===== src/dmx_pkg.sv =====
// Package of shared constants and types for the single-channel transfer core.
// Assumes a 10 MHz system clock and an APB register bus with 32-bit data.
`default_nettype none
package dmx_pkg;
  localparam int ADDR_W = 16;
  localparam int DATA_W = 8;
  localparam int LEN_W = 17;
  localparam int FIFO_DEPTH = 4;
  localparam logic [16:0] MAX_LEN = 17'h10000;
  localparam logic [11:0] OFS_CTRL = 12'h000;
  localparam logic [11:0] OFS_SRC = 12'h004;
  localparam logic [11:0] OFS_DST = 12'h008;
  localparam logic [11:0] OFS_LEN = 12'h00c;
  localparam logic [11:0] OFS_MATCH = 12'h010;
  localparam logic [11:0] OFS_STAT = 12'h014;
  localparam logic [11:0] OFS_COUNT = 12'h018;
  localparam int CB_EN = 0;
  localparam int CB_MODE_LO = 1;
  localparam int CB_MODE_HI = 2;
  localparam int CB_FLYBY = 3;
  localparam int CB_SRC_IO = 4;
  localparam int CB_DST_IO = 5;
  localparam int CB_SRC_DN = 6;
  localparam int CB_DST_DN = 7;
  localparam int CB_SRC_FIX = 8;
  localparam int CB_DST_FIX = 9;
  localparam int SB_BUSY = 0;
  localparam int SB_DONE = 1;
  localparam int SB_MATCH = 2;
  localparam int SB_OWN = 3;
  localparam int SB_READY = 4;
  localparam int MATCH_MASK_LO = 8;
  typedef enum logic [1:0] {
    DMX_MODE_BYTE = 2'h0,
    DMX_MODE_BURST = 2'h1,
    DMX_MODE_CONT = 2'h2
  } dmx_mode_t;
  typedef enum logic [5:0] {
    DMX_IDLE = 6'h01,
    DMX_REQ = 6'h02,
    DMX_RD = 6'h04,
    DMX_WR = 6'h08,
    DMX_FLY = 6'h10,
    DMX_REL = 6'h20
  } dmx_state_t;
endpackage
`default_nettype wire


===== src/dmx_fifo_if.sv =====
// Valid/ready carrier between the core and its byte FIFO.
// Assumes both ends share one clock.
`default_nettype none
interface dmx_fifo_if #(parameter int W = 8);
  logic in_valid;
  logic in_ready;
  logic [W-1:0] in_data;
  logic out_valid;
  logic out_ready;
  logic [W-1:0] out_data;
  modport fifo (input in_valid, in_data, out_ready,
                output in_ready, out_valid, out_data);
  modport user (output in_valid, in_data, out_ready,
                input in_ready, out_valid, out_data);
endinterface
`default_nettype wire


===== src/dmx_fifo.sv =====
// Small synchronous FIFO with valid/ready on both sides.
// Assumes one clock and an asynchronous active-low reset.
`default_nettype none
module dmx_fifo #(
  parameter int W = 8,
  parameter int DEPTH = 4
) (
  input wire logic sys_clk,
  input wire logic rst_n,
  dmx_fifo_if.fifo f
);
  localparam int PW = $clog2(DEPTH);
  typedef struct packed {
    logic [DEPTH-1:0][W-1:0] mem;
    logic [PW-1:0] wp;
    logic [PW-1:0] rp;
    logic [PW:0] cnt;
  } dmx_fifo_st_t;
  dmx_fifo_st_t s_q, s_d;
  logic push, pop;
  assign f.in_ready = (s_q.cnt != (PW+1)'(DEPTH));
  assign f.out_valid = (s_q.cnt != '0);
  assign f.out_data = s_q.mem[s_q.rp];
  assign push = f.in_valid && f.in_ready;
  assign pop = f.out_valid && f.out_ready;
  always_comb begin
    s_d = s_q;
    if (push) begin
      s_d.mem[s_q.wp] = f.in_data;
      s_d.wp = PW'((s_q.wp + 1'b1) % DEPTH);
    end
    if (pop) begin
      s_d.rp = PW'((s_q.rp + 1'b1) % DEPTH);
    end
    if (push && !pop) begin
      s_d.cnt = s_q.cnt + 1'b1;
    end else if (pop && !push) begin
      s_d.cnt = s_q.cnt - 1'b1;
    end
  end
  always_ff @(posedge sys_clk or negedge rst_n) begin
    if (!rst_n) begin
      s_q <= '0;
    end else begin
      s_q <= s_d;
    end
  end
  a_fifo_no_over: assert property (@(posedge sys_clk) disable iff (!rst_n)
    s_q.cnt <= (PW+1)'(DEPTH))
    else $error("fifo count above depth");
endmodule
`default_nettype wire


===== src/dmx_core.sv =====
// Single-channel transfer engine: takes the system bus and moves a block.
// Assumes an APB master for the registers and a host that grants the bus.
`default_nettype none
module dmx_core (
  input wire logic sys_clk,
  input wire logic rst_n,
  input wire logic psel,
  input wire logic penable,
  input wire logic pwrite,
  input wire logic [11:0] paddr,
  input wire logic [31:0] pwdata,
  output logic [31:0] prdata,
  output logic pready,
  output logic pslverr,
  input wire logic rdy_pin,
  input wire logic bus_ack,
  output logic bus_req,
  output logic [15:0] src_addr,
  output logic [15:0] dst_addr,
  output logic addr_oe_n,
  output logic mem_rd,
  output logic io_rd,
  output logic mem_wr,
  output logic io_wr,
  input wire logic [7:0] data_in,
  output logic [7:0] data_out,
  output logic data_oe_n
);
  typedef struct packed {
    dmx_pkg::dmx_state_t st;
    logic [9:0] ctrl;
    logic [15:0] src_start;
    logic [15:0] dst_start;
    logic [16:0] len;
    logic [15:0] match;
    logic [15:0] src;
    logic [15:0] dst;
    logic [16:0] count;
    logic done;
    logic hit;
    logic [1:0] rdy_sync;
    logic ack_s1;
    logic ack_s2;
    logic [7:0] dout;
    logic drv;
    logic srd;
    logic swr;
    logic [31:0] rdata;
  } dmx_st_t;
  dmx_st_t s_q, s_d;
  dmx_fifo_if #(.W(dmx_pkg::DATA_W)) fb ();
  dmx_fifo #(.W(dmx_pkg::DATA_W), .DEPTH(dmx_pkg::FIFO_DEPTH)) u_fifo (
    .sys_clk(sys_clk),
    .rst_n(rst_n),
    .f(fb)
  );
  logic rdy, ack, apb_acc, reg_busy, block_end, flyby, last;
  dmx_pkg::dmx_mode_t mode;
  logic [7:0] mask;
  assign rdy = s_q.rdy_sync[1];
  assign ack = s_q.ack_s2;
  assign mode = dmx_pkg::dmx_mode_t'(
    s_q.ctrl[dmx_pkg::CB_MODE_HI:dmx_pkg::CB_MODE_LO]);
  assign flyby = s_q.ctrl[dmx_pkg::CB_FLYBY];
  assign mask = s_q.match[15:dmx_pkg::MATCH_MASK_LO];
  assign apb_acc = psel && penable;
  // Registers are locked while the engine owns the bus.
  assign reg_busy = (s_q.st != dmx_pkg::DMX_IDLE);
  assign pready = 1'b1;
  assign pslverr = apb_acc && reg_busy && pwrite;
  assign prdata = s_q.rdata;
  assign block_end = (s_q.count == s_q.len);
  assign last = (s_q.count + 17'h1 == s_q.len);
  assign bus_req = (s_q.st != dmx_pkg::DMX_IDLE) &&
                   (s_q.st != dmx_pkg::DMX_REL);
  assign src_addr = s_q.src;
  assign dst_addr = s_q.dst;
  assign addr_oe_n = !s_q.drv;
  assign data_out = s_q.dout;
  assign data_oe_n = !(s_q.drv && s_q.swr);
  // Strobes are decoded by port kind so flyby pairs fall out naturally.
  assign mem_rd = s_q.srd && !s_q.ctrl[dmx_pkg::CB_SRC_IO];
  assign io_rd = s_q.srd && s_q.ctrl[dmx_pkg::CB_SRC_IO];
  assign mem_wr = s_q.swr && !s_q.ctrl[dmx_pkg::CB_DST_IO];
  assign io_wr = s_q.swr && s_q.ctrl[dmx_pkg::CB_DST_IO];
  assign fb.in_valid = (s_q.st == dmx_pkg::DMX_RD);
  assign fb.in_data = data_in;
  assign fb.out_ready = (s_q.st == dmx_pkg::DMX_WR);
  function automatic logic [15:0] step(input logic [15:0] a,
      input logic dn, input logic fix);
    if (fix) begin
      step = a;
    end else if (dn) begin
      step = a - 16'h1;
    end else begin
      step = a + 16'h1;
    end
  endfunction
  always_comb begin
    logic moved;
    logic [7:0] byte_in;
    moved = 1'b0;
    byte_in = data_in;
    s_d = s_q;
    s_d.rdy_sync = {s_q.rdy_sync[0], rdy_pin};
    s_d.ack_s1 = bus_ack;
    s_d.ack_s2 = s_q.ack_s1;
    s_d.srd = 1'b0;
    s_d.swr = 1'b0;
    s_d.rdata = '0;
    // Read data is captured during the setup cycle so that it already
    // stands in the access cycle, when the master samples it.
    if (psel && !pwrite) begin
      case (paddr)
        dmx_pkg::OFS_CTRL: s_d.rdata = 32'(s_q.ctrl);
        dmx_pkg::OFS_SRC: s_d.rdata = 32'(s_q.src_start);
        dmx_pkg::OFS_DST: s_d.rdata = 32'(s_q.dst_start);
        dmx_pkg::OFS_LEN: s_d.rdata = 32'(s_q.len);
        dmx_pkg::OFS_MATCH: s_d.rdata = 32'(s_q.match);
        dmx_pkg::OFS_STAT: s_d.rdata = 32'({rdy, ack, s_q.hit, s_q.done,
                                            reg_busy});
        dmx_pkg::OFS_COUNT: s_d.rdata = 32'(s_q.count);
        default: s_d.rdata = '0;
      endcase
    end
    if (apb_acc && pwrite && !reg_busy) begin
      case (paddr)
        dmx_pkg::OFS_CTRL: s_d.ctrl = pwdata[9:0];
        dmx_pkg::OFS_SRC: s_d.src_start = pwdata[15:0];
        dmx_pkg::OFS_DST: s_d.dst_start = pwdata[15:0];
        dmx_pkg::OFS_LEN: begin
          // Lengths above the maximum are clipped to 64 Kbyte.
          if (pwdata[16:0] > dmx_pkg::MAX_LEN) begin
            s_d.len = dmx_pkg::MAX_LEN;
          end else begin
            s_d.len = pwdata[16:0];
          end
        end
        dmx_pkg::OFS_MATCH: s_d.match = pwdata[15:0];
        dmx_pkg::OFS_STAT: begin
          if (pwdata[dmx_pkg::SB_DONE]) begin
            s_d.done = 1'b0;
          end
          if (pwdata[dmx_pkg::SB_MATCH]) begin
            s_d.hit = 1'b0;
          end
        end
        default: ;
      endcase
    end
    case (s_q.st)
      dmx_pkg::DMX_IDLE: begin
        s_d.drv = 1'b0;
        // Host must have loaded start addresses and length already.
        if (s_q.ctrl[dmx_pkg::CB_EN] && rdy && !block_end) begin
          s_d.st = dmx_pkg::DMX_REQ;
        end else if (s_q.ctrl[dmx_pkg::CB_EN] && s_q.count == '0) begin
          s_d.src = s_q.src_start;
          s_d.dst = s_q.dst_start;
        end
      end
      dmx_pkg::DMX_REQ: begin
        if (ack) begin
          s_d.drv = 1'b1;
          s_d.st = flyby ? dmx_pkg::DMX_FLY : dmx_pkg::DMX_RD;
          s_d.srd = 1'b1;
          s_d.swr = flyby;
        end
      end
      dmx_pkg::DMX_RD: begin
        // Byte lands in the internal buffer; written in a later cycle.
        s_d.st = dmx_pkg::DMX_WR;
        s_d.swr = 1'b1;
        s_d.dout = byte_in;
        moved = 1'b0;
      end
      dmx_pkg::DMX_WR, dmx_pkg::DMX_FLY: begin
        moved = 1'b1;
        if (s_q.st == dmx_pkg::DMX_WR) begin
          byte_in = fb.out_data;
        end
      end
      dmx_pkg::DMX_REL: begin
        s_d.drv = 1'b0;
        if (!ack) begin
          s_d.st = dmx_pkg::DMX_IDLE;
        end
      end
      default: s_d.st = dmx_pkg::DMX_IDLE;
    endcase
    if (moved) begin
      if (((byte_in ^ s_q.match[7:0]) & ~mask) == 8'h0) begin
        s_d.hit = 1'b1;
      end
      s_d.count = s_q.count + 17'h1;
      s_d.src = step(s_q.src, s_q.ctrl[dmx_pkg::CB_SRC_DN],
                     s_q.ctrl[dmx_pkg::CB_SRC_FIX]);
      s_d.dst = step(s_q.dst, s_q.ctrl[dmx_pkg::CB_DST_DN],
                     s_q.ctrl[dmx_pkg::CB_DST_FIX]);
      if (last) begin
        s_d.done = 1'b1;
        s_d.ctrl[dmx_pkg::CB_EN] = 1'b0;
        s_d.st = dmx_pkg::DMX_REL;
      end else begin
        case (mode)
          dmx_pkg::DMX_MODE_BURST: begin
            s_d.st = rdy ? s_d.st : dmx_pkg::DMX_REL;
          end
          dmx_pkg::DMX_MODE_CONT: s_d.st = s_d.st;
          default: s_d.st = dmx_pkg::DMX_REL;
        endcase
        if (s_d.st != dmx_pkg::DMX_REL) begin
          s_d.st = dmx_pkg::DMX_REQ;
        end
        // Continuous mode waits in the request state holding the bus.
        if (mode == dmx_pkg::DMX_MODE_CONT && !rdy) begin
          s_d.st = dmx_pkg::DMX_REQ;
        end
      end
    end
    if (s_q.st == dmx_pkg::DMX_REQ && ack && s_q.drv &&
        mode == dmx_pkg::DMX_MODE_CONT && !rdy) begin
      s_d.st = dmx_pkg::DMX_REQ;
      s_d.srd = 1'b0;
      s_d.swr = 1'b0;
    end
    if (apb_acc && pwrite && !reg_busy && paddr == dmx_pkg::OFS_CTRL &&
        pwdata[dmx_pkg::CB_EN]) begin
      s_d.count = '0;
      s_d.src = s_q.src_start;
      s_d.dst = s_q.dst_start;
    end
  end
  always_ff @(posedge sys_clk or negedge rst_n) begin
    if (!rst_n) begin
      s_q <= '{st: dmx_pkg::DMX_IDLE, default: '0};
    end else begin
      s_q <= s_d;
    end
  end
  a_drive_needs_ack: assert property (@(posedge sys_clk) disable iff (!rst_n)
    $rose(s_q.drv) |-> s_q.ack_s2)
    else $error("bus driven without acknowledge");
  a_flyby_strobes: assert property (@(posedge sys_clk) disable iff (!rst_n)
    (s_q.st == dmx_pkg::DMX_FLY) |-> (s_q.srd && s_q.swr))
    else $error("flyby strobes not together");
  a_seq_read_then: assert property (@(posedge sys_clk) disable iff (!rst_n)
    (s_q.st == dmx_pkg::DMX_RD) |=> (s_q.st == dmx_pkg::DMX_WR && s_q.swr))
    else $error("sequential write missing");
  a_count_steps: assert property (@(posedge sys_clk) disable iff (!rst_n)
    (s_q.st == dmx_pkg::DMX_WR) |=> (s_q.count == $past(s_q.count) + 17'h1))
    else $error("count did not step");
  a_done_releases: assert property (@(posedge sys_clk) disable iff (!rst_n)
    $rose(s_q.done) |-> (s_q.st == dmx_pkg::DMX_REL))
    else $error("done without release");
  a_byte_mode_rel: assert property (@(posedge sys_clk) disable iff (!rst_n)
    (mode == dmx_pkg::DMX_MODE_BYTE && s_q.st == dmx_pkg::DMX_FLY) |=>
    (s_q.st == dmx_pkg::DMX_REL))
    else $error("byte mode kept bus");
  a_start_on_ready: assert property (@(posedge sys_clk) disable iff (!rst_n)
    (s_q.st == dmx_pkg::DMX_IDLE ##1 s_q.st == dmx_pkg::DMX_REQ) |->
    $past(rdy))
    else $error("started without ready");
  a_len_limit: assert property (@(posedge sys_clk) disable iff (!rst_n)
    s_q.len <= dmx_pkg::MAX_LEN)
    else $error("length above maximum");
endmodule
`default_nettype wire


===== config.mk =====
export PLATFORM = sky130hd
export DESIGN_NAME = dmx_core
export DESIGN_NICKNAME = d
export VERILOG_FILES = /design/src/dmx_pkg.sv /design/src/dmx_fifo_if.sv /design/src/dmx_fifo.sv /design/src/dmx_core.sv
export SDC_FILE = /design/constraint.sdc
export NUM_CORES = 1
export LEC_CHECK = 0
export ABC_CLOCK_PERIOD_IN_PS = 8800
export CAP_MARGIN = 20
export CORE_MARGIN = 8
export CORE_UTILIZATION = 60
export DETAILED_ROUTE_END_ITERATION = 8
export DONT_BUFFER_PORTS = 1
export PLACE_DENSITY_LB_ADDON = 0.05
export SYNTH_ARGS = -nofsm -noshare
export SYNTH_HDL_FRONTEND = slang
export SYNTH_SLANG_ARGS = --single-unit

===== constraint.sdc =====
create_clock -name sys_clk -period 8.8 [get_ports sys_clk]
set_input_delay 0 -clock sys_clk [delete_from_list [all_inputs] [get_ports sys_clk]]
set_output_delay 0 -clock sys_clk [all_outputs]
set_load 0.05 [all_outputs]

==> results.cfg, run 1 <==
[outcome]
status = complete, no violations

[floorplanning]
fp.dieH_um = 158
dieArea_sq_mm = 0.0249
core_sq_mm = 0.0200
start_util_pct = 60.3
die_w_um = 158
ioPinCount = 140
rows = 52

[synth]
synth_xor_area_share_pct = 5.23
synth_compound_gate_area_share_pct = 13.7
synth_top_area_share_pct = 42.0
synth_top_cell_by_area = dfrtp_1
ys_ff_latch = 203
ys_seq_area_share_pct = 42.2
synth_flop_cell = dfrtp_1
synth_area_sq_mm = 0.0120
synth_cells = 1199
syn_avg_cell_area_sq_um = 10.0
yosys.area_share.simple_pct = 14.8
synth-edff-count = 0
ys_warn_count = 0
synth_cell_types = 81
async_flop_share_pct = 100
synthMuxAreaShare_pct = 11.8
synthAdderAreaFrac_pct = 4.34
synth_top_family_by_area = simple AND/OR/NAND/NOR gates
synthTopCellsByArea = dfrtp_1 42%, mux2_2 9.1%, buf_4 4.9%

[grt]
antenna_found_initial = 1
grt_usage_pct = 26.5
grt_pass1_wl_um = 50500
grt_pass1_vias = 8728
overflow = 0
met2_usage_pct = 41.7
busiest_layer = met2
globalRouteMet1Util_pct = 35.0
met3_usage_pct = 7.13
grt_max_degree = 204

[timing]
finalSetupViolations = 0
fin_crit_sh_pct = 39.4
worst_pin_slew_ps = 1000
skew_ps = 14.8
slew-limit-headroom_pct = 33.1
rsz0062_at_grt = no
fin_crit_ps = 3470
slew_violations = 0
finalHoldViolations = 0
finalSetupTns_ps = 0
fmax_mhz = 289

[min_path]
hp-class = in2reg
holdPathEnd = s_d[46]
hold_depth = 1
hold_start = rdy_pin

[layout]
drive_gt1_share_pct = 15.9
instances_no_fill = 1431
fin_area_sq_mm = 0.0129
syn_to_final_growth_pct = 7.07
final_nets = 1243
n_fill_cell = 1628
diodes = 0

[drt]
drc = 0
routedWlPerCell_um = 22.7
drtPass1Iterations = 5
avgViaCountPerCell = 6.24
drt_iter0_markers = 672
antenna_left = 0
routed_wl_um = 32500
vias = 8933

[worst_setup_path]
crit_path_max_fanout = 19
r2r_slack_ps = 5330
cp.required_ps = 9180
arrival_ps = 3840
reg2reg_depth = 9
criticalPathCategory = reg2reg
start_kind = flip-flop
end_kind = flip-flop
r2r-end = dst_addr[15]
crit_path_start = s_q[170]
r2r-start = s_q[170]

[power_and_ir_drop]
totalPowerFinal_mw = 2.22
p_leak_nw = 5.69
max-vdd-ir-drop_uv = 185
p_per_area_mw_per_mm2 = 172

[clocking]
clock-sinks = 203
cts_root_buf = clkbuf_16
cts_buffer_depth = 3
cts_setup_buffers = 0
cts_resized = 0
cts_tree = built
clock_latency_ps = 520
cts_max_level = 1
path_clk_slew_ps = 60
cts_inserted_buffers = 24

[place]
numPortBuffers = 0
dp_cells = 1353
place_area_sq_mm = 0.0116
place.gp.congestion = 0.882
dp_hpwl_um = 22000

[flow_run]
cap_violations = 0
==> layout by cell type (no fill, tap or decap), drive strengths merged, types with 5 or more instances in the layout <==
| master | synthesis | layout |
|---|---|---|
| nor2 | 83 | 83 |
| a211oi | 10 | 10 |
| nand2b | 9 | 9 |
| buf | 101 | 8 |
| mux2i | 15 | 15 |
| o21ai | 54 | 54 |
| mux4 | 8 | 8 |
| o21a | 6 | 6 |
| a31oi | 18 | 18 |
| nand3 | 24 | 24 |
| ha | 37 | 37 |
| dfrtp | 202 | 202 |
| a22o | 6 | 6 |
| nor4 | 15 | 15 |
| a21boi | 5 | 5 |
| conb | 2 | 16 |
| xor2 | 37 | 37 |
| nand4 | 8 | 8 |
| a22oi | 30 | 30 |
| nand2 | 126 | 126 |
| and2 | 8 | 8 |
| a222oi | 11 | 11 |
| nor3 | 30 | 30 |
| a21oi | 60 | 60 |
| a21o | 9 | 9 |
| o22ai | 7 | 7 |
| dlygate4sd3 | 0 | 34 |
| clkbuf | 36 | 34 |
| inv | 26 | 26 |
| and3 | 13 | 13 |
| xnor2 | 34 | 34 |
| nor2b | 12 | 12 |
| mux2 | 97 | 97 |
==> critical path: stages (launching register included) <==
cell and delay, ps:
dfrtp_1 810, ha_1 370, a211oi_1 290, o21ai_0 170
a2111oi_0 700, o41a_1 340, nor2_1 60, a211oi_1 270
a21boi_0 150, a2bb2oi_1 160
==> cells by family (layout without fill, tap and decap cells) <==
logic type	count (synthesis)	count (layout)
other cells	2	16
xor+xnor	71	71
simple gates	357	357
mux	120	120
compound gates	243	243
buf+inv	163	111
fa+ha+maj	40	40
flops	203	203
==> synth_stat cells (all sizes together), types with 4 or more instances <==
library cell  number
a2111oi            4
a211oi            10
a21boi             5
a21o               9
a21oi             60
a222oi            11
a22o               6
a22oi             30
a31oi             18
and2               8
and3              13
buf              101
clkbuf            36
dfrtp            202
ha                37
inv               26
mux2              97
mux2i             15
mux4               8
nand2            126
nand2b             9
nand3             24
nand3b             4
nand4              8
nor2              83
nor2b             12
nor3              30
nor4              15
o21a               6
o21ai             54
o22ai              7
o31ai              4
or3                4
or4                4
xnor2             34
xor2              37
==> layout make-up <==
cell class	instances	area, sq um	area share (%)
Multi-Input combinational cell	847	6080	47.1
Clock buffer	34	729	5.66
Clock inverter	9	148	1.15
Timing Repair Buffer	42	420	3.26
Inverter	26	97.6	0.757
Tap cell	270	338	2.62
Sequential cell	203	5080	39.4
==> how the worst max path moves through the flow <==
stage / end / slack, ps
2_1_floorplan: src_addr[15] / 5950
3_3_place_gp: dst_addr[15] / 5490
3_5_place_dp: dst_addr[15] / 5430
4_1_cts: dst_addr[15] / 5390
5_1_grt: dst_addr[15] / 5000
6_report: dst_addr[15] / 5330
==> timing repair <==
| action | CTS | global route |
|---|---|---|
| setup endpoints to repair | 0 | 0 |
| hold endpoints to repair | 333 | 0 |
| hold buffers | 35 | 0 |
==> through the flow <==
step / worst slack [ps] / hold slack, ps / util, %
2_1_floorplan: 5950 / -296 / -
3_3_place_gp: 5490 / -285 / 58.3
3_5_place_dp: 5430 / -285 / 58.3
4_1_cts: 5390 / 17.9 / 64.5
5_1_grt: 5000 / 39.2 / 64.5
6_report: 5330 / 45.0 / 64.5
==> per-layer routing <==
| metal | routed length (um) | vias to the layer above |
|---|---|---|
| met3 | 2990 | 79 |
| met4 | 1030 | 0 |
| met1 | 13600 | 4387 |
| li1 | - | 4093 |
| met5 | 0 | - |
| met2 | 14900 | 374 |
==> registers in the layout, summed over array words and instances, names as in the netlist, 8 cells and up <==
signal,cells
src_addr,16
s_q,92
mask,8
data_out,8
dst_addr,16
prdata,17
u_fifo.s_q,39
==> power by group <==
group | total, mW | leakage, nW | switching [mW] | internal (mW)
sequential | 0.968 | 2.59 | 0.0195 | 0.949
combinational | 0.166 | 2.67 | 0.113 | 0.0530
clock | 1.08 | 0.433 | 0.392 | 0.691
Power figures use the tool's default switching activity.
==> inputs of run 2 (changes only) <==
ABC_CLOCK_PERIOD_IN_PS = 2900   (was 8800)
CORE_UTILIZATION = 58   (was 60)
clock period = 2.9 ns   (was 8.8 ns; I/O delays follow)
==> run 2 against run 1 <==
  * The run now ends with hold timing left
  * Via count rose by 3.1%
  * Setup slack lost 5200 ps
  * Non-clock buffer count grew 84
  * Sequential power grew to 3.0 times the previous value
  * Power grew to 2.8 times the previous value
  * Critical path depth rose by 1
  * Highest routed layer unchanged
==> results.cfg, run 2 (synthesized netlist as in run 1, its figures left out) <==
[outcome]
status = finished with violations
violations = hold timing

[grt]
overflow = 0
globalRouteMet1Util_pct = 33.4
met2_usage_pct = 41.3
grt_max_degree = 204
busiest_layer = met2
grt_usage_pct = 25.4
grt_pass1_vias = 9164
grt_pass1_wl_um = 52000
antenna_found_initial = 0
met3_usage_pct = 5.42

[floorplanning]
core_sq_mm = 0.0203
start_util_pct = 59.3
die_w_um = 160
rows = 52
dieArea_sq_mm = 0.0256
fp.dieH_um = 160
ioPinCount = 140

[worst_setup_path]
r2r-end = src_addr[15]
arrival_ps = 3190
reg2reg_depth = 10
crit_slowest_cell = dfrtp_2
r2r-start = s_q[169]
crit_family = compound AO/OA/AOI/OAI gates
crit_path_max_fanout = 10
path_cells = ha_1 > a21o_1 > a221o_1 > o31ai_4 > a211oi_1 > and3_1 > a2111oi_2 > buf_4 > a21boi_1 > a2bb2oi_1
r2r_slack_ps = 110
end_kind = flip-flop
cp.required_ps = 3300
criticalPathCategory = reg2reg
crit_buf_inv = 1
cp_slowest_stage_delay_ps = 490
start_kind = flip-flop

[drt]
routed_wl_um = 33500
avgViaCountPerCell = 6.10
antenna_left = 0
drtPass1Iterations = 7
drt_iter0_markers = 615
routedWlPerCell_um = 22.2
drc = 0
vias = 9209

[clocking]
cts_max_level = 1
cts_buffer_depth = 3
clock-sinks = 203
cts_root_buf = clkbuf_16
cts_tree = built
clock_latency_ps = 520
cts_inserted_buffers = 23
path_clk_slew_ps = 60

[power_and_ir_drop]
clkPwrFrac_pct = 45.2
power_switching_mw = 1.52
switching_share_pct = 24.5
p_leak_nw = 6.05
max-vdd-ir-drop_uv = 460
p_per_area_mw_per_mm2 = 461
intPower_mw = 4.70
pwr-share-seq_pct = 46.9
combinationalPowerShare_pct = 7.9
totalPowerFinal_mw = 6.22

[layout]
diodes = 0
final_nets = 1326
fin_util_pct = 66.4
syn_to_final_growth_pct = 12.0
mostFrequentLayoutCell = dfrtp_1
largest_reg_flops = 92
drive_gt1_share_pct = 21.9
largest-register = s_q
final_cell_mix = 198 x dfrtp_1, 123 x nand2_1, 97 x mux2_2, 84 x buf_4, 80 x nor2_1

[timing]
finalHoldViolations = 203
slew_violations = 0
finalSetupViolations = 0
fin_crit_ps = 2790
slew-limit-headroom_pct = 35.5
whs_ps = -819
finalSetupTns_ps = 0
worst_pin_slew_ps = 965
fmax_mhz = 359
skew_ps = 14.6
fin_crit_sh_pct = 96.2
rsz0062_at_grt = yes

[min_path]
hp-class = in2async

[place]
numPortBuffers = 0
dp_hpwl_um = 23100
place.gp.congestion = 0.874

[flow_run]
cap_violations = 0
[run 2: cell count changes in the layout (fill, tap and decap cells not counted), sizes merged]
cell and change:
dlygate4sd3 +2, inv +2, buf +81, clkinvlp -1
bufinv -3, clkbuf -2
[run 2: timing repair]
| action | 4_1_cts | 5_1_grt |
|---|---|---|
| pin swaps | 0 | 3 |
| cloned | 0 | 1 |
| endpoints found under the setup margin | 1 | 6 |
| hold buffers | 35 | 1 |
| resized for setup | 1 | 19 |
| hold endpoints to repair | 345 | 204 |
| setup buffers | 0 | 3 |
[run 2: per-layer routing]
metal  wire, um  vias up  share of wire (%)
li1           -     4252                  -
met4        926        0                2.8
met5          0        -                  0
met1      14500     4559                 43
met3       2390       67                7.1
met2      15600      331                 47
[run 2: power groups by stage]
stage / combinational, mW / clock, mW / sequential (mW)
after floorplan: 0.381 / 0 / 2.94
after global placement: 0.417 / 0 / 2.97
after detailed placement: 0.418 / 0 / 2.97
after CTS: 0.485 / 2.84 / 2.92
after global routing: 0.531 / 2.95 / 2.92
final: 0.493 / 2.81 / 2.92
[run 2: cell type report]
class	instances	area (sq um)
fillers	1680	6820
multi-input cells	847	6140
flip-flops and latches	203	5090
repair buffers	126	1110
clock buffers	31	646
well taps	270	338
inverters	26	97.6
clock inverters	7	70.1
[run 2: worst max-delay path by stage]
| stage | cells past startpoint | endpoint | slack [ps] | start |
|---|---|---|---|---|
| global route | 10 | src_addr[15] | -40 | s_q[169] |
| finish | 10 | src_addr[15] | 110 | s_q[169] |
| detailed placement | 10 | src_addr[15] | -30 | s_q[169] |
| CTS | 10 | src_addr[15] | 30 | s_q[169] |
| global placement | 10 | src_addr[15] | 10 | s_q[169] |
| floorplan | 9 | src_addr[15] | 50 | s_q[169] |
[run 2: worst register-to-register path: stages (launching register included)]
cell       delay (ps)
dfrtp_2           490
ha_1              340
a21o_1            170
a221o_1           400
o31ai_4           280
a211oi_1          130
and3_1            190
a2111oi_2         330
buf_4             170
a21boi_1           50
a2bb2oi_1         140
[run 2: stage by stage]
step           setup WS (ps)  hold slack, ps  std cells  cell area [sq um]
2_1_floorplan           48.3            -296       1213              12100
3_3_place_gp            11.6            -287       1432              12300
3_5_place_dp           -29.3            -288       1432              12300
4_1_cts                 33.5            -834       1505              13400
5_1_grt                -35.2            -842       1510              13500
6_report                 111            -819       1510              13500
